==> src/logic/dhis_cfg.svh <==
// register map, field positions, reset values and timing counts of the host port
`ifndef DHIS_CFG_SVH
`define DHIS_CFG_SVH

// ----------------------------------------------------------------
// register byte addresses on the apb side
// ----------------------------------------------------------------
`define DHIS_ADDR_CTRL 12'h000
`define DHIS_ADDR_READ_DATA 12'h004
`define DHIS_ADDR_RX_WORD 12'h008
`define DHIS_ADDR_STATUS 12'h00c
`define DHIS_ADDR_PIXEL 12'h010
`define DHIS_ADDR_POSITION 12'h014
`define DHIS_ADDR_FRAME 12'h018

// ----------------------------------------------------------------
// field positions and reset values
// ----------------------------------------------------------------
`define DHIS_CTRL_SOE_BIT 0
`define DHIS_CTRL_SDA_READ_BIT 1
`define DHIS_CTRL_TE_EN_BIT 2
`define DHIS_CTRL_RST 3'h4
`define DHIS_READ_DATA_RST 16'h0000
`define DHIS_RX_VALID_BIT 17
`define DHIS_RX_OVERRUN_BIT 18

// idle level of every pin bit while the synchroniser is in reset;
// panel reset reads as asserted so straps are caught only once real
`define DHIS_PIN_IDLE 30'h3860_0000

// ----------------------------------------------------------------
// timing
// ----------------------------------------------------------------
`define DHIS_CLK_HZ 10000000
`define DHIS_TE_PERIOD_US 16667
`define DHIS_TE_WIDTH_US 100
`define DHIS_TE_PERIOD_CYC (`DHIS_TE_PERIOD_US * (`DHIS_CLK_HZ / 1000000))
`define DHIS_TE_WIDTH_CYC (`DHIS_TE_WIDTH_US * (`DHIS_CLK_HZ / 1000000))

`endif

==> src/logic/dhis_pkg.sv <==
// types shared by the display host port design
package dhis_pkg;

    // strap coding {high, low}; gray along p16 -> p8 -> rgb
    typedef enum logic [1:0] {
        dhis_mode_par16 = 2'b00,
        dhis_mode_par8 = 2'b01,
        dhis_mode_rgb = 2'b11,
        dhis_mode_bad = 2'b10
    } dhis_mode_t;

    // one received command or data word
    typedef struct packed {
        logic dc;
        logic [15:0] data;
    } dhis_word_t;

    // one rgb pixel as stored, 6 bits per colour
    typedef struct packed {
        logic [5:0] red;
        logic [5:0] green;
        logic [5:0] blue;
    } dhis_pixel_t;

    // every input pin of the host port, as one bundle
    typedef struct packed {
        logic chip_select_n;
        logic write_strobe_n;
        logic read_strobe_n;
        logic data_command_select;
        logic serial_data;
        logic dot_clock;
        logic data_enable;
        logic hsync_n;
        logic vsync_n;
        logic panel_reset_n;
        logic mode_strap_low;
        logic mode_strap_high;
        logic [17:0] data_bus;
    } dhis_pins_t;

endpackage

==> src/logic/dhis_top.sv <==
// display host port: parallel bus, serial port, rgb input, tearing output, apb registers
`timescale 1ns/100ps
`include "dhis_cfg.svh"

// Summary of operation
// - chip select high makes every bus and serial access ignored; rgb pixels are still taken
// - serial data sampled on serial clock rise
// - serial read pin driven only when enabled
// - command/data pin tags each received word
// - parallel write strobe low phase writes word
// - write strobe pin is serial clock serially
// - read strobe low drives read data out
// - panel reset low returns logic to start
// - straps 00 sixteen-bit, 01 eight-bit bus
// - straps 11 rgb pixels plus serial commands
// - middle strap fixed high, two straps select
// - pixels taken only while data enable high
// - horizontal sync falling starts a new line
// - vertical sync falling starts a new frame
module dhis_top #(
    parameter int unsigned TE_PERIOD_CYC = `DHIS_TE_PERIOD_CYC
) (
    input wire logic clk_in,
    input wire logic nrst_in,
    input wire logic psel_in,
    input wire logic penable_in,
    input wire logic pwrite_in,
    input wire logic [11:0] paddr_in,
    input wire logic [31:0] pwdata_in,
    output logic [31:0] prdata_out,
    output logic pready_out,
    output logic pslverr_out,
    input wire dhis_pkg::dhis_pins_t pins_in,
    output logic [15:0] data_bus_out,
    output logic data_bus_oe_out,
    output logic serial_data_out,
    output logic serial_data_oe_out,
    output logic serial_read_out,
    output logic tearing_effect_out
);
    import dhis_pkg::*;

    localparam int unsigned TE_WIDTH_CYC = `DHIS_TE_WIDTH_CYC;

    // ----------------------------------------------------------------
    // helpers
    // ----------------------------------------------------------------
    // edge finders on sampled levels
    function automatic logic rose(input logic now, input logic was);
        return now & ~was;
    endfunction

    function automatic logic fell(input logic now, input logic was);
        return ~now & was;
    endfunction

    // word aligned address inside the map
    function automatic logic addr_hit(input logic [11:0] a);
        return (a[1:0] == 2'b00) && (a <= `DHIS_ADDR_FRAME);
    endfunction

    // ----------------------------------------------------------------
    // pin sampling
    // ----------------------------------------------------------------
    dhis_pins_t pins_s; // synchronised pins
    dhis_pins_t pins_q; // one cycle older, for edges

    dhis_sync #(
        .WIDTH(30),
        .RST_VAL(`DHIS_PIN_IDLE)
    ) u_sync (
        .clk_in(clk_in),
        .nrst_in(nrst_in),
        .async_in(pins_in),
        .sync_out(pins_s)
    );

    // delay stage for edge detection
    always_ff @(posedge clk_in or negedge nrst_in) begin
        if (!nrst_in) begin
            pins_q <= dhis_pins_t'(`DHIS_PIN_IDLE);
        end else begin
            pins_q <= pins_s;
        end
    end

    logic soft_rst; // panel reset pin held low
    assign soft_rst = ~pins_s.panel_reset_n;

    // ----------------------------------------------------------------
    // strap capture
    // ----------------------------------------------------------------
    dhis_mode_t mode, next_mode; // interface mode, fixed until reset
    logic strap_taken, next_strap_taken; // straps caught since reset

    // straps read once after each reset; mid strap is never looked at
    always_comb begin
        next_mode = mode;
        next_strap_taken = strap_taken;
        if (soft_rst) begin
            next_strap_taken = 1'b0;
        end else if (!strap_taken) begin
            next_mode = dhis_mode_t'({pins_s.mode_strap_high, pins_s.mode_strap_low});
            next_strap_taken = 1'b1;
        end
    end

    always_ff @(posedge clk_in or negedge nrst_in) begin
        if (!nrst_in) begin
            mode <= dhis_mode_par16;
            strap_taken <= 1'b0;
        end else begin
            mode <= next_mode;
            strap_taken <= next_strap_taken;
        end
    end

    logic selected, parallel, is_rgb; // decoded port state
    logic wr_rise, wr_fall; // write strobe / serial clock edges
    assign selected = ~pins_s.chip_select_n & strap_taken;
    assign parallel = (mode == dhis_mode_par16) || (mode == dhis_mode_par8);
    assign is_rgb = (mode == dhis_mode_rgb);
    assign wr_rise = rose(pins_s.write_strobe_n, pins_q.write_strobe_n);
    assign wr_fall = fell(pins_s.write_strobe_n, pins_q.write_strobe_n);

    // ----------------------------------------------------------------
    // apb registers
    // ----------------------------------------------------------------
    logic [2:0] ctrl, next_ctrl; // serial out enable, sda read, te enable
    logic [15:0] read_data, next_read_data; // word returned to the host
    logic [31:0] next_prdata;
    logic wr_en; // write taken at this edge
    logic clr_valid, clr_ovr; // write-one-to-clear strobes
    dhis_word_t rx; // last received word
    logic rx_valid, rx_ovr;
    dhis_pixel_t pixel; // last accepted pixel
    logic [9:0] pix_cnt, line_cnt;
    logic [15:0] frame_cnt;

    assign pready_out = 1'b1; // no wait states, data staged at setup
    assign pslverr_out = psel_in & penable_in & ~addr_hit(paddr_in);
    assign wr_en = psel_in & penable_in & pwrite_in & addr_hit(paddr_in);
    assign clr_valid = wr_en && paddr_in == `DHIS_ADDR_RX_WORD && pwdata_in[`DHIS_RX_VALID_BIT];
    assign clr_ovr = wr_en && paddr_in == `DHIS_ADDR_RX_WORD && pwdata_in[`DHIS_RX_OVERRUN_BIT];

    // control writes taken in the access cycle, read data staged in the setup cycle
    always_comb begin
        next_ctrl = ctrl;
        next_read_data = read_data;
        next_prdata = prdata_out;
        if (wr_en && paddr_in == `DHIS_ADDR_CTRL) begin
            next_ctrl = pwdata_in[2:0];
        end
        if (wr_en && paddr_in == `DHIS_ADDR_READ_DATA) begin
            next_read_data = pwdata_in[15:0];
        end
        if (psel_in && !penable_in && !pwrite_in) begin
            case (paddr_in)
                `DHIS_ADDR_CTRL: next_prdata = {29'h0, ctrl};
                `DHIS_ADDR_READ_DATA: next_prdata = {16'h0, read_data};
                `DHIS_ADDR_RX_WORD: next_prdata = {13'h0, rx_ovr, rx_valid, rx};
                `DHIS_ADDR_STATUS: next_prdata = {27'h0, strap_taken, tearing_effect_out,
                                                  selected, mode};
                `DHIS_ADDR_PIXEL: next_prdata = {14'h0, pixel};
                `DHIS_ADDR_POSITION: next_prdata = {6'h0, line_cnt, 6'h0, pix_cnt};
                `DHIS_ADDR_FRAME: next_prdata = {16'h0, frame_cnt};
                default: next_prdata = 32'h0000_0000; // unmapped reads zero
            endcase
        end
        if (soft_rst) begin
            next_ctrl = `DHIS_CTRL_RST;
            next_read_data = `DHIS_READ_DATA_RST;
        end
    end

    always_ff @(posedge clk_in or negedge nrst_in) begin
        if (!nrst_in) begin
            ctrl <= `DHIS_CTRL_RST;
            read_data <= `DHIS_READ_DATA_RST;
            prdata_out <= 32'h0000_0000;
        end else begin
            ctrl <= next_ctrl;
            read_data <= next_read_data;
            prdata_out <= next_prdata;
        end
    end

    // ----------------------------------------------------------------
    // parallel and serial command port
    // ----------------------------------------------------------------
    dhis_word_t next_rx;
    logic next_rx_valid, next_rx_ovr, word_new;
    logic [2:0] bit_cnt, next_bit_cnt; // serial bit position
    logic [6:0] shreg, next_shreg; // first seven serial bits
    logic [15:0] next_data_bus;
    logic next_data_oe, next_sro, next_sda, next_sda_oe, ser_bit;

    assign ser_bit = read_data[3'd7 - bit_cnt]; // msb first

    always_comb begin
        next_rx = rx;
        next_bit_cnt = bit_cnt;
        next_shreg = shreg;
        word_new = 1'b0;
        if (!selected) begin
            next_bit_cnt = 3'd0; // deselect aborts a partial byte
        end else if (parallel && wr_rise) begin
            // data was held through the low phase, sampled at its end
            word_new = 1'b1;
            next_rx.data = (mode == dhis_mode_par8) ? {8'h00, pins_s.data_bus[7:0]}
                                                    : pins_s.data_bus[15:0];
            next_rx.dc = pins_s.data_command_select;
        end else if (is_rgb && wr_rise) begin
            next_shreg = {shreg[5:0], pins_s.serial_data};
            next_bit_cnt = bit_cnt + 3'd1;
            if (bit_cnt == 3'd7) begin
                word_new = 1'b1;
                next_rx.data = {8'h00, shreg, pins_s.serial_data};
                next_rx.dc = pins_s.data_command_select;
            end
        end
        // hardware set wins over a clear in the same cycle
        next_rx_valid = (rx_valid & ~clr_valid) | word_new;
        next_rx_ovr = (rx_ovr & ~clr_ovr) | (word_new & rx_valid);
        // read strobe low puts the return word on the bus
        next_data_oe = selected & parallel & ~pins_s.read_strobe_n;
        next_data_bus = (mode == dhis_mode_par8) ? {8'h00, read_data[7:0]} : read_data;
        // serial read goes to the separate pin only when enabled
        next_sro = ctrl[`DHIS_CTRL_SOE_BIT] & selected & is_rgb & ser_bit;
        next_sda_oe = ~ctrl[`DHIS_CTRL_SOE_BIT] & ctrl[`DHIS_CTRL_SDA_READ_BIT]
                      & selected & is_rgb;
        next_sda = next_sda_oe & ser_bit;
        if (soft_rst) begin
            next_rx = '0;
            next_bit_cnt = 3'd0;
            next_shreg = 7'h00;
            next_rx_valid = 1'b0;
            next_rx_ovr = 1'b0;
            next_data_oe = 1'b0;
            next_sro = 1'b0;
            next_sda_oe = 1'b0;
            next_sda = 1'b0;
        end
    end

    // outputs move only after a clock edge, never mid-cycle
    always_ff @(posedge clk_in or negedge nrst_in) begin
        if (!nrst_in) begin
            rx <= '0;
            rx_valid <= 1'b0;
            rx_ovr <= 1'b0;
            bit_cnt <= 3'd0;
            shreg <= 7'h00;
            data_bus_out <= 16'h0000;
            data_bus_oe_out <= 1'b0;
            serial_read_out <= 1'b0;
            serial_data_out <= 1'b0;
            serial_data_oe_out <= 1'b0;
        end else begin
            rx <= next_rx;
            rx_valid <= next_rx_valid;
            rx_ovr <= next_rx_ovr;
            bit_cnt <= next_bit_cnt;
            shreg <= next_shreg;
            data_bus_out <= next_data_bus;
            data_bus_oe_out <= next_data_oe;
            serial_read_out <= next_sro;
            serial_data_out <= next_sda;
            serial_data_oe_out <= next_sda_oe;
        end
    end

    // ----------------------------------------------------------------
    // rgb pixel input
    // ----------------------------------------------------------------
    dhis_pixel_t next_pixel;
    logic [9:0] next_pix_cnt, next_line_cnt;
    logic [15:0] next_frame_cnt;
    logic hs_last, vs_last, next_hs_last, next_vs_last; // syncs at last dot edge
    logic dot_rise, hs_fall, vs_fall;

    // dot clock must stay well below clk_in/4 for edges to be seen
    assign dot_rise = is_rgb & rose(pins_s.dot_clock, pins_q.dot_clock);
    assign hs_fall = dot_rise & fell(pins_s.hsync_n, hs_last);
    assign vs_fall = dot_rise & fell(pins_s.vsync_n, vs_last);

    always_comb begin
        next_pixel = pixel;
        next_pix_cnt = pix_cnt;
        next_line_cnt = line_cnt;
        next_frame_cnt = frame_cnt;
        next_hs_last = hs_last;
        next_vs_last = vs_last;
        if (dot_rise) begin
            next_hs_last = pins_s.hsync_n;
            next_vs_last = pins_s.vsync_n;
            if (pins_s.data_enable) begin
                next_pixel = dhis_pixel_t'(pins_s.data_bus);
                next_pix_cnt = pix_cnt + 10'd1;
            end
        end
        if (vs_fall) begin
            next_frame_cnt = frame_cnt + 16'd1;
            next_line_cnt = 10'd0;
            next_pix_cnt = 10'd0;
        end else if (hs_fall) begin
            next_line_cnt = line_cnt + 10'd1;
            next_pix_cnt = 10'd0;
        end
        if (soft_rst) begin
            next_pixel = '0;
            next_pix_cnt = 10'd0;
            next_line_cnt = 10'd0;
            next_frame_cnt = 16'd0;
            next_hs_last = 1'b1;
            next_vs_last = 1'b1;
        end
    end

    always_ff @(posedge clk_in or negedge nrst_in) begin
        if (!nrst_in) begin
            pixel <= '0;
            pix_cnt <= 10'd0;
            line_cnt <= 10'd0;
            frame_cnt <= 16'd0;
            hs_last <= 1'b1;
            vs_last <= 1'b1;
        end else begin
            pixel <= next_pixel;
            pix_cnt <= next_pix_cnt;
            line_cnt <= next_line_cnt;
            frame_cnt <= next_frame_cnt;
            hs_last <= next_hs_last;
            vs_last <= next_vs_last;
        end
    end

    // ----------------------------------------------------------------
    // tearing effect timer
    // ----------------------------------------------------------------
    logic [17:0] te_cnt, next_te_cnt; // position in refresh period
    logic next_te;

    // free running refresh model; host may align writes to its pulse
    always_comb begin
        next_te_cnt = te_cnt + 18'd1;
        if (te_cnt == 18'(TE_PERIOD_CYC - 1)) begin
            next_te_cnt = 18'd0;
        end
        next_te = ctrl[`DHIS_CTRL_TE_EN_BIT] & (te_cnt < 18'(TE_WIDTH_CYC));
        if (soft_rst || !ctrl[`DHIS_CTRL_TE_EN_BIT]) begin
            next_te_cnt = 18'd0;
            next_te = 1'b0;
        end
    end

    always_ff @(posedge clk_in or negedge nrst_in) begin
        if (!nrst_in) begin
            te_cnt <= 18'd0;
            tearing_effect_out <= 1'b0;
        end else begin
            te_cnt <= next_te_cnt;
            tearing_effect_out <= next_te;
        end
    end
endmodule

==> src/logic/dhis_sync.sv <==
// two-flop synchroniser for a bundle of asynchronous pins
`timescale 1ns/100ps

module dhis_sync #(
    parameter int WIDTH = 30,
    parameter logic [WIDTH-1:0] RST_VAL = '0
) (
    input wire logic clk_in,
    input wire logic nrst_in,
    input wire logic [WIDTH-1:0] async_in,
    output logic [WIDTH-1:0] sync_out
);

    logic [WIDTH-1:0] meta; // first stage, read only by the second

    // ----------------------------------------------------------------
    // two stages, nothing but the second looks at the first
    // ----------------------------------------------------------------
    always_ff @(posedge clk_in or negedge nrst_in) begin
        if (!nrst_in) begin
            meta <= RST_VAL;
            sync_out <= RST_VAL;
        end else begin
            meta <= async_in;
            sync_out <= meta;
        end
    end

endmodule

==> config.mk <==
export PLATFORM = sky130hd
export DESIGN_NAME = dhis_top
export DESIGN_NICKNAME = d
export VERILOG_FILES = /design/src/logic/dhis_pkg.sv /design/src/logic/dhis_top.sv /design/src/logic/dhis_sync.sv
export VERILOG_INCLUDE_DIRS = /design/src /design/src/logic
export SDC_FILE = /design/constraint.sdc
export NUM_CORES = 1
export LEC_CHECK = 0
export BUFFER_PORTS_ARGS = -buffer_cell sky130_fd_sc_hd__buf_4
export CAP_MARGIN = 0
export CORE_UTILIZATION = 31
export CTS_CLUSTER_DIAMETER = 100
export DETAILED_ROUTE_END_ITERATION = 8
export HOLD_SLACK_MARGIN = 0.02
export PLACE_DENSITY = 0.59
export SYNTH_ARGS = -nofsm -noshare
export SYNTH_HDL_FRONTEND = slang
export SYNTH_SLANG_ARGS = --single-unit
==> constraint.sdc <==
create_clock -name clk_in -period 1.8 [get_ports clk_in]
set_input_delay 0.36 -clock clk_in [delete_from_list [all_inputs] [get_ports clk_in]]
set_output_delay 0.36 -clock clk_in [all_outputs]
set_load 0.1 [all_outputs]
# [Word-level counts from Yosys, hierarchy flattened]
# Cells that the tools add are included.
[word_totals] romBits=0 latchBits=0 reg_bits=240 mem_count=0 ram_bits=0
[op_classes] n_reduce_logical=24 multipliers=0 n_mux=53 bitwise=39 add_sub_neg=6 eq_ne=25 shifts=0 div_mod_pow=0 n_lt_le_gt_ge=3
[op_table] cell="$pmux W26 S7" count=1
[op_table] cell="$mux W16" count=6
[op_table] cell="$mux W18" count=5
[op_table] cell="$mux W17" count=5
[op_table] cell="$mux W10" count=8
[op_table] cell="$eq A12 B5 Y1 const B" count=3
[op_table] cell="$mux W7" count=4
[op_table] cell="$and A1 B1 Y1" count=25
[op_table] cell="$eq A12 B4 Y1 const B" count=2
[op_table] cell="$add A10 B1 Y10 const B" count=2
[op_table] cell="$add A18 B1 Y18 const B" count=1
[op_table] cell="$eq A18 B18 Y1 const B" count=1
[op_table] cell="$lt A18 B10 Y1 const B" count=1
[op_table] cell="$mux W3" count=6
[op_table] cell="$mux W1" count=17
[op_table] cell="$add A16 B1 Y16 const B" count=1
[op_table] cell="$ne A3 B3 Y1 const B" count=5
[op_table] cell="$ne A2 B2 Y1 const B" count=7
[op_table] cell="$eq A12 B3 Y1 const B" count=1
[op_table] cell="$le A12 B5 Y1 const B" count=1
[op_table] cell="$logic_not A12 Y1" count=1
[op_table] cell="$not A1 Y1" count=12
[op_table] cell="$logic_and A1 B1 Y1" count=10
[op_table] cell="$reduce_and A2 Y1" count=4
[op_table] cell="other kinds (15)" count=21

# [Longest topological paths before layout]
# Gate-level depths: netlist (run 1).
[depth] ltp_word=9 mapped_depth=8

# [Hierarchy]
# A second synthesis (run 1) with hierarchy kept.
[unflattened] cells_unflattened=911 area_unflattened_um2=9992.1
[by_module_without_submodules] module="dhis_top" instances=1 cells_per_inst=851 area_each_um2=8478.1
[by_module_without_submodules] module="dhis_sync" instances=1 cells_per_inst=60 area_each_um2=1514.0

# [Least setup slack after synthesis (run 1)]
# No wires, ideal clock.
[synth_timing] kind="input -> output" start="input port paddr_in[11]" end="output port pslverr_out" setup_slack_ps=-689 cell_stages=4 required_time_ps=1440 t_arrival_ps=2129 cell_sequence="or2_2 clkbuf_1 nor4_1 nor2_1"
[synth_via] elab_chain_len=4
[synth_lines] element="start: declaration" line="dhis_top.sv:28" source="input wire logic [11:0] paddr_in,"
[synth_lines] element="$le A12 B5 Y1 (no line)"
[synth_lines] element="$logic_and A1 B1 Y1" line="dhis_top.sv:59" source="return (a[1:0] == 2'b00) && (a <= `DHIS_ADDR_FRAME);"
[synth_lines] element="$not A1 Y1" line="dhis_top.sv:141" source="assign pslverr_out = psel_in & penable_in & ~addr_hit(paddr_in);"
[synth_lines] element="$and A1 B1 Y1" line="dhis_top.sv:141"
[synth_lines] element="end: declaration" line="dhis_top.sv:32" source="output logic pslverr_out,"
# Every way passes these cells.

# [Worst setup path in the final report (run 1)]
[layout_timing] start="input port paddr_in[5]" end="output port pslverr_out"
# Same word-level chain as after synthesis.

==> results of run 1 <==
-- flip-flops by register name (all words and copies together), names as in the netlist, 2 cells and up --
register / count
u_sync.sync_out: 30
bit_cnt: 3
ctrl: 3
pins_q: 2
pix_cnt: 10
prdata_out: 26
rx: 17
te_cnt: 18
shreg: 7
data_bus_out: 16
read_data: 16
u_sync.meta: 30
frame_cnt: 16
line_cnt: 10
mode: 2
pixel: 18
-- layer usage --
| layer | vias up | global-route usage | part of all wire |
|---|---|---|---|
| met5 | - | 0 | 0 |
| met4 | 0 | 0.05153 | 0.025 |
| met3 | 40 | 0.02106 | 0.041 |
| met2 | 185 | 0.2625 | 0.46 |
| met1 | 3841 | 0.2397 | 0.47 |
| li1 | 3772 | - | - |
-- metrics by stage --
| stage | total power [mW] | TNS [ps] | util | std cells | area, sq um |
|---|---|---|---|---|---|
| 2_1_floorplan | 5.913 | -7896 | - | 936 | 10070 |
| 3_3_place_gp | 6.401 | -13380 | 0.3801 | 1489 | 12030 |
| 3_5_place_dp | 6.412 | -15240 | 0.3801 | 1489 | 12030 |
| 4_1_cts | 11.91 | -107.2 | 0.4219 | 1574 | 13350 |
| 5_1_grt | 12.24 | -209.3 | 0.4243 | 1575 | 13420 |
| 6_report | 11.79 | -93.02 | 0.4243 | 1575 | 13420 |
-- layout by cell type, fill, tap and decap left out, types with 15 or more instances in the layout --
cell             n
dlygate4sd3_1   31
nor2_1          65
buf_4          199
o21ai_0         36
a32oi_1         17
dfrtp_1        219
mux2i_1         30
a21oi_1         59
xnor2_1         17
nand4_1         15
nand3_1         39
clkbuf_16       26
nand3b_1        16
nand2_1        107
-- power by group through the flow --
stage | clock, mW | combinational, mW | sequential [mW]
detailed placement | 0 | 0.850 | 5.56
global placement | 0 | 0.842 | 5.56
CTS | 5.51 | 0.936 | 5.47
global route | 5.74 | 1.02 | 5.48
finish | 5.40 | 0.929 | 5.47
floorplan | 0 | 0.371 | 5.54
-- worst min-delay path by stage --
stage | startpoint | to | slack (ps)
finish | pwdata_in[17] | rx_valid | 60
global route | pwdata_in[17] | rx_valid | 60
CTS | pwdata_in[17] | rx_valid | 40
detailed placement | nrst_in | te_cnt[7] | 300
global placement | nrst_in | te_cnt[8] | 290
floorplan | nrst_in | bit_cnt[0] | 60
-- cells in the mapped netlist, types with 5 or more instances --
| cell | number | area, sq um |
|---|---|---|
| dfstp_2 | 14 | 367.9 |
| xnor2_1 | 17 | 148.9 |
| buf_4 | 7 | 52.55 |
| or3_1 | 12 | 75.07 |
| nor4_1 | 10 | 62.56 |
| nor2b_1 | 12 | 75.07 |
| xor2_1 | 9 | 78.83 |
| a22o_1 | 10 | 87.58 |
| nand2b_1 | 11 | 68.82 |
| o21ai_0 | 43 | 215.2 |
| a21oi_1 | 66 | 330.3 |
| nand3_1 | 39 | 195.2 |
| or4_1 | 16 | 120.1 |
| and2_1 | 12 | 75.07 |
| buf_1 | 5 | 18.77 |
| nor2_1 | 67 | 251.5 |
| a21boi_0 | 7 | 52.55 |
| clkbuf_1 | 43 | 161.4 |
| nand2_1 | 107 | 401.6 |
| mux2i_1 | 30 | 300.3 |
| dfrtp_1 | 220 | 5505 |
| a22oi_1 | 8 | 60.06 |
| ha_1 | 7 | 87.58 |
| o21ai_1 | 5 | 25.02 |
| nor3_1 | 12 | 60.06 |
| o31ai_1 | 14 | 105.1 |
| o2bb2ai_1 | 6 | 52.55 |
| nand4_1 | 15 | 93.84 |
| nand3b_1 | 16 | 120.1 |
| a32oi_1 | 17 | 148.9 |
| inv_1 | 13 | 48.80 |
| a211oi_1 | 8 | 60.06 |
-- timing repair --
action | in CTS | in global routing
hold endpoints to repair | 66 | 0
hold buffers | 31 | 0
pin swaps | 6 | 3
setup buffers | 6 | 1
endpoints found under the setup margin | 38 | 57
resized for setup | 19 | 21
-- critical path, delay by kind of cell --
kind	cells	cell delay, ps
buffers and inverters	4	560
AND/OR/NAND/NOR	3	610
-- logic make-up (layout without fill, tap and decap cells) --
group | after synthesis | count (layout) | synth area share
buffers and inverters | 75 | 312 | 0.03274
AND/OR/NAND/NOR | 350 | 350 | 0.1813
XOR/XNOR | 26 | 26 | 0.02274
AO/OA/AOI/OAI | 201 | 201 | 0.1281
other | 2 | 7 | 0.0007501
adder cells (fa/ha/maj) | 7 | 7 | 0.008747
multiplexers | 36 | 36 | 0.03899
flip-flops | 234 | 234 | 0.5866
-- cell type report --
class | count | area, sq um
clock buffers | 36 | 728.2
flip-flops and latches | 234 | 5874
inverters | 14 | 52.55
repair buffers | 250 | 2147
well taps | 402 | 503.0
fillers | 2993 | 18210
clock inverters | 12 | 155.1
multi-input cells | 627 | 3964
==> flow_summary.toml, run 1 <==
[power]
seq_power_share = 0.464
clkPwrFrac = 0.458
power_frac_comb = 0.079
irDropWorstVdd_mv = 0.6278
p_int_mw = 9.043
power.leakage_nw = 5.773
p_per_area_nw_per_um2 = 878.5
swShare = 0.2332
p_sw_mw = 2.750

[timing]
hold_violations = 0
min_period_ps = 1893
finalCritPeriodShare = 1.052
fin_hold_ws_ps = 62.63
max_freq_mhz = 528.3
setup_slack_ps = -93.02
slew_viol_final = 0
setup_violations = 1
tightest_slew_ps = 565.8
rsz0062_at_grt = "yes"
relSlewSlack = 0.6214
fin_skew_ps = 24.07

[clock_network]
clockBufferDepth = 3
cts_tree = "yes"
clk-insertion-delay-late_ps = 540
numCtsBuffers = 26
h-tree-depth = 1
cts.sinks = 234
root_buffer = "clkbuf_16"
path_clk_slew_ps = 60

[global_route]
grt_usage = 0.1671
grt_pass1_vias = 7890
globalRouteOverflowTotal = 0
antenna_found_initial = 0
grt_pass1_wl_mm = 43.80
grt_max_degree = 58

[critical_path]
crit_type = "in2out"
critPathLaunch = "paddr_in[5]"
critPathMaxFanout = 2
timing.rr.end = "frame_cnt[7]"
cp_slowest_cell = "or3_4"
cpPeakStageDelay_ps = 380
path_cells = "buf_6 > or3_4 > buf_6 > nor4_4 > buf_4 > nor2_4 > buf_12"
end_kind = "primary output"
r2r_slack_ps = 0
crit_end = "pslverr_out"
crit_top_cell = "buf_6"
r2r_start = "pins_q[24]"
r2r_cells = 5
critical_path_arrival_ps = 1530
crit_path_start_kind = "input port"
required_ps = 1440

[placement]
place_ws_ps = -407.8
gp_congestion = 0.8767
place_hpwl_mm = 20.14
portBuffers = 112

[synth]
async_reset_ff_frac = 1.000
synth_edf_count = 0
avgSynthCellArea_sq_um = 10.75
synth_seq_cells = 234
yosys_warnings = 0
synthCells = 931
ys_seq_area_frac = 0.5866
synth_cell_types = 61
ys.flop_type = "dfrtp_1"
synthesis.area_sq_um = 10010

[routing]
drc = 0
firstDrtPassIters = 5
drt-initial-drc-count = 543
viasPerCell = 4.977
routed_wl_mm = 27.05
antenna_left = 0
wl_per_cell_um = 17.17
vias = 7838

[run_status]
status = "finished, violations left"
failed_checks = "negative setup slack"

[flow_run]
drv_cap = 0

[cells_and_area]
num_antenna_cells = 0
nets = 1239
area.growth.synth_to_final_pct = 34.08
drive_gt1_frac = 0.2728

[worst_hold_path]
hp-class = "in2reg"
holdPathStages = 2

[floorplanning]
die_h_um = 181.7
num_io_pins = 134
dieWidth_um = 181.7
rows = 65
dieArea_sq_um = 33020
start_util = 0.3165
core_sq_um = 31640
Note: power is estimated with default switching activity, not from simulation.
==> run 2: changes to the inputs <==
--- a/config.mk
+++ b/config.mk
@@ -12,7 +12,6 @@
 export CTS_CLUSTER_DIAMETER = 100
 export DETAILED_ROUTE_END_ITERATION = 8
 export HOLD_SLACK_MARGIN = 0.02
-export PLACE_DENSITY = 0.59
 export SYNTH_ARGS = -nofsm -noshare
 export SYNTH_HDL_FRONTEND = slang
 export SYNTH_SLANG_ARGS = --single-unit
==> run 2 against run 1 <==
- the flow still finishes with violations (negative setup slack)
- cell count grew 0.13%
- non-clock buffer count grew 2
- cell area grew 1.3%
- combinational power grew 1%
- die area is the same
- total power grew 4.2%
- via count grew 1.1%
- core utilization grew 0.57 points
- maximum frequency shrank 0.42%
- sequential share of layout area shrank 0.58 points
- count of clock-buffer cells in the layout shrank 2
- critical path type unchanged
- critical endpoint unchanged
- largest cell class unchanged
==> flow_summary.toml, run 2 (synthesis results as in run 1) <==
[clock_network]
clockBufferDepth = 3
h-tree-depth = 1
path_clk_slew_ps = 60
clk-insertion-delay-late_ps = 540
cts.sinks = 234
cts_tree = "yes"
numCtsBuffers = 26
root_buffer = "clkbuf_16"

[critical_path]
critical_path_arrival_ps = 1540
crit_path_start_kind = "input port"
critPathMaxFanout = 4
required_ps = 1440
crit_type = "in2out"
end_kind = "primary output"

[routing]
viasPerCell = 5.023
vias = 7922
wl_per_cell_um = 17.29
drc = 0
routed_wl_mm = 27.26
firstDrtPassIters = 9
antenna_left = 0
drt-initial-drc-count = 659

[global_route]
grt_max_degree = 54
globalRouteOverflowTotal = 0
grt_pass1_vias = 7850
grt_usage = 0.1652
grt_pass1_wl_mm = 43.25
antenna_found_initial = 0

[floorplanning]
start_util = 0.3165
num_io_pins = 134
rows = 65
die_h_um = 181.7
dieArea_sq_um = 33020
core_sq_um = 31640
dieWidth_um = 181.7

[timing]
rsz0062_at_grt = "yes"
relSlewSlack = 0.6138
tightest_slew_ps = 577.1
setup_slack_ps = -101.0
fin_hold_ws_ps = 47.91
finalCritPeriodShare = 1.056
fin_skew_ps = 22.88
hold_violations = 0
slew_viol_final = 0
max_freq_mhz = 526.0
min_period_ps = 1901
setup_violations = 10

[cells_and_area]
num_antenna_cells = 0
reg_top3 = "u_sync.meta: 30 flops, u_sync.sync_out: 30 flops, prdata_out: 26 flops"
drive_gt1_frac = 0.2843
area.growth.synth_to_final_pct = 35.87
mostFrequentLayoutCells = "dfrtp_1 (220), buf_4 (198), nand2_1 (107)"
final_common_cell = "dfrtp_1"
nets = 1241
fin_util = 0.4300
fin_area_sq_um = 13600

[power]
swShare = 0.2286
p_sw_mw = 2.810
power.leakage_nw = 5.834
p_int_mw = 9.481
seq_power_share = 0.445
p_per_area_nw_per_um2 = 903.6
clkPwrFrac = 0.479
irDropWorstVdd_mv = 0.6147
power_frac_comb = 0.077

[run_status]
status = "finished, violations left"
failed_checks = "negative setup slack"

[worst_hold_path]
hp-class = "in2reg"

[placement]
place_hpwl_mm = 19.98
portBuffers = 112
gp_congestion = 0.8668
place_ws_ps = -421.9
place_area_sq_um = 12050

[flow_run]
drv_cap = 0
[run 2: cell types whose count changed in the layout (fill, tap and decap cells not counted), moves of 2 or more]
cell       change
a21oi_1        -3
a21oi_2        +3
o31ai_1        -4
buf_12         +2
o31ai_2        +4
bufinv_16      +3
or4_4          +5
or4_1          -5
clkbuf_1       -2
clkinv_2       -3
[run 2: repair_timing]
item / in CTS / in global routing
buffers inserted: 0 / 7
cloned: 0 / 2
endpoints found under the hold margin: 67 / 0
setup endpoints to repair: 20 / 33
hold buffers: 31 / 0
gates resized for setup: 14 / 38
pin swaps: 3 / 17
[run 2: area by class of cell]
| cell class | instances | area [sq um] |
|---|---|---|
| clock buffer | 34 | 720.7 |
| clock inverter | 14 | 246.5 |
| fill | 2962 | 18030 |
| inverter | 14 | 52.55 |
| multi-input combinational | 627 | 4023 |
| sequential | 234 | 5873 |
| tap | 402 | 503.0 |
| timing repair buffer | 252 | 2185 |
[run 2: stage by stage]
step / std cells / setup TNS [ps] / power, mW
final: 1577 / -364.7 / 12.29
after global routing: 1577 / -1122 / 12.72
after CTS: 1568 / -133.1 / 12.39
after global placement: 1489 / -12170 / 6.401
after floorplan: 936 / -7896 / 5.913
after detailed placement: 1489 / -13670 / 6.415
[run 2: metal layers]
layer  vias up  global-route usage  wire length, um
li1       3770                   -                -
met1      3898              0.2297            12250
met2       212              0.2606            12620
met3        42             0.02868             1622
met4         0             0.05458              777
met5         -                   0                0
[run 2: power by group through the flow]
stage | clock network [mW] | logic, mW | registers, mW
6_report | 5.88 | 0.942 | 5.46
5_1_grt | 6.22 | 1.03 | 5.48
4_1_cts | 6.00 | 0.927 | 5.46
3_5_place_dp | 0 | 0.858 | 5.56
3_3_place_gp | 0 | 0.847 | 5.55
2_1_floorplan | 0 | 0.371 | 5.54
[run 2: worst paths after layout]
kind	start	to	slack (ps)	depth (start not counted)
max	paddr_in[8]	pslverr_out	-100	7
min	pwdata_in[17]	rx_valid	50	2
max reg2reg	pins_q[24]	frame_cnt[7]	-50	5
min reg2reg	u_sync.meta[24]	u_sync.sync_out[24]	340	0
max in group asynchronous	nrst_in	u_sync.sync_out[28]	810	3
min in group asynchronous	nrst_in	te_cnt[0]	340	2
[run 2: worst max-delay path, cell delays in order]
cell and delay, ps:
buf_4 110, or3_4 360, buf_6 140, nor4_4 190, buf_4 180, nor2_4 40
buf_12 160
==> run 3: changes to the inputs <==
--- a/config.mk
+++ b/config.mk
@@ -12,6 +12,7 @@
 export CTS_CLUSTER_DIAMETER = 100
 export DETAILED_ROUTE_END_ITERATION = 8
 export HOLD_SLACK_MARGIN = 0.02
+export MAX_ROUTING_LAYER = met4
 export SYNTH_ARGS = -nofsm -noshare
 export SYNTH_HDL_FRONTEND = slang
 export SYNTH_SLANG_ARGS = --single-unit
==> constraint.sdc (replaced) <==
create_clock -name clk_in -period 1.8 [get_ports clk_in]
set_input_delay 0.36 -clock clk_in [delete_from_list [all_inputs] [get_ports clk_in]]
set_output_delay 0.36 -clock clk_in [all_outputs]
set_load 0.01 [all_outputs]
==> run 3 against run 2 <==
- the run still ends with negative setup slack left
- setup slack got worse by 8.3 ps
- first-iteration DRC count decreased by 28%
- cell area decreased by 0.64%
- critical path depth unchanged
- via count decreased by 0.52%
- combinational power decreased by 8.7%
- sequential share of layout area increased by 0.29 points
- worst hold slack improved by 16 ps
- largest cell class unchanged
==> flow_summary.toml, run 3 (synthesis results as in run 1) <==
[global_route]
grt_pass1_wl_mm = 43.61
grt_max_degree = 47
grt_pass1_vias = 7733
grt_usage = 0.1733
antenna_found_initial = 0
globalRouteOverflowTotal = 0

[placement]
portBuffers = 112
place_hpwl_mm = 20.41
gp_congestion = 0.8996
place_inst = 1496

[timing]
hold_violations = 0
fin_skew_ps = 7.652
setup-tns-final_ps = -174.8
slew_viol_final = 0
max_freq_mhz = 523.7
setup_violations = 9
rsz0062_at_grt = "yes"
tightest_slew_ps = 569.7
relSlewSlack = 0.6188
min_period_ps = 1909
finalCritPeriodShare = 1.061
setup_slack_ps = -109.4

[routing]
drt-initial-drc-count = 473
firstDrtPassIters = 5
drc = 0
viasPerCell = 4.988
routed_wl_mm = 27.09
vias = 7881
wl_per_cell_um = 17.15
antenna_left = 0

[floorplanning]
num_io_pins = 134
rows = 65
dieArea_sq_um = 33020
start_util = 0.3165
core_sq_um = 31640
die_h_um = 181.7
dieWidth_um = 181.7

[cells_and_area]
mostFrequentLayoutCells = "dfrtp_1 (219), buf_4 (206), nand2_1 (107)"
num_antenna_cells = 0
area.growth.synth_to_final_pct = 34.99
nets = 1246
final_common_cell = "dfrtp_1"
reg_top3 = "u_sync.meta: 30 flops, u_sync.sync_out: 30 flops, prdata_out: 26 flops"
fin_util = 0.4272
layoutNonFillerInstCount = 1580
drive_gt1_frac = 0.2742

[critical_path]
cp_slowest_cell = "or3_4"
crit_top_cell = "buf_4"
crit_family = "simple AND/OR/NAND/NOR gates"
cp.buffers_inverters = 4
critical_path_arrival_ps = 1550
crit_type = "in2out"
path_cells = "buf_4 > or3_4 > buf_6 > nor4_4 > buf_4 > nor2_2 > buf_4"
cpPeakStageDelay_ps = 380
end_kind = "primary output"
required_ps = 1440
crit_path_start_kind = "input port"
critPathMaxFanout = 4

[power]
irDropWorstVdd_mv = 0.6442
p_per_area_nw_per_um2 = 886.1
power.leakage_nw = 5.844

[clock_network]
clockBufferDepth = 3
path_clk_slew_ps = 60
cts_tree = "yes"
cts.sinks = 234
clk-insertion-delay-late_ps = 530
root_buffer = "clkbuf_16"
h-tree-depth = 1
numCtsBuffers = 26

[run_status]
status = "finished, violations left"
failed_checks = "negative setup slack"

[worst_hold_path]
hp-class = "in2reg"

[flow_run]
drv_cap = 0
==> run 3: what timing repair did <==
item / 4_1_cts / 5_1_grt
hold buffers: 31 / 0
buffers inserted: 2 / 6
pin swaps: 2 / 3
setup endpoints to repair: 34 / 46
cloned: 0 / 0
endpoints found under the hold margin: 64 / 0
resized for setup: 11 / 23
==> run 3: final cells by class <==
type	instances	area, sq um
multi-input cells	627	3959
well taps	402	503.0
clock inverters	8	151.4
clock buffers	38	775.7
repair buffers	257	2200
fillers	3039	18120
flip-flops and latches	234	5874
inverters	14	52.55
==> run 3: final timing paths <==
| kind | slack, ps | cells past startpoint | start | to |
|---|---|---|---|---|
| worst max-delay path | -110 | 7 | paddr_in[5] | pslverr_out |
| worst min-delay path | 60 | 2 | pwdata_in[17] | rx_valid |
| worst min register to register | 340 | 0 | u_sync.meta[2] | u_sync.sync_out[2] |
| min in group asynchronous | 310 | 2 | nrst_in | te_cnt[1] |
| max in group asynchronous | 850 | 3 | nrst_in | ctrl[2] |
| worst max register to register | -30 | 5 | pins_q[24] | frame_cnt[7] |
==> run 3: per-layer routing <==
metal / vias to the layer above / global-route usage / routed length (um)
li1: 3773 / - / -
met1: 3888 / 0.2421 / 12770
met2: 188 / 0.2685 / 12590
met3: 32 / 0.02407 / 1261
met4: 0 / 0.03627 / 471
met5: - / - / 0
==> run 3: stage by stage <==
step	instance area (sq um)	setup WS, ps	hold WS, ps	power [mW]
3_3_place_gp	12090	-375.5	282.9	6.331
2_1_floorplan	10060	-347.0	64.41	5.836
5_1_grt	13520	-156.9	65.80	12.40
3_5_place_dp	12090	-400.9	280.6	6.342
6_report	13520	-109.4	63.64	11.98
4_1_cts	13380	-116.9	49.80	12.10
==> run 3: worst register-to-register path: stages, from the launching register on <==
cell and delay [ps]:
dfrtp_1 370, and4b_2 390, nand4_1 150, buf_6 190, or4_1 500, a21oi_1 150
==> run 3: where the power goes <==
part | switching (mW) | internal (mW) | total [mW]
registers | 0.0796 | 5.39 | 5.47
clock network | 2.11 | 3.54 | 5.65
logic | 0.468 | 0.393 | 0.860
total | 2.65 | 9.32 | 12.0
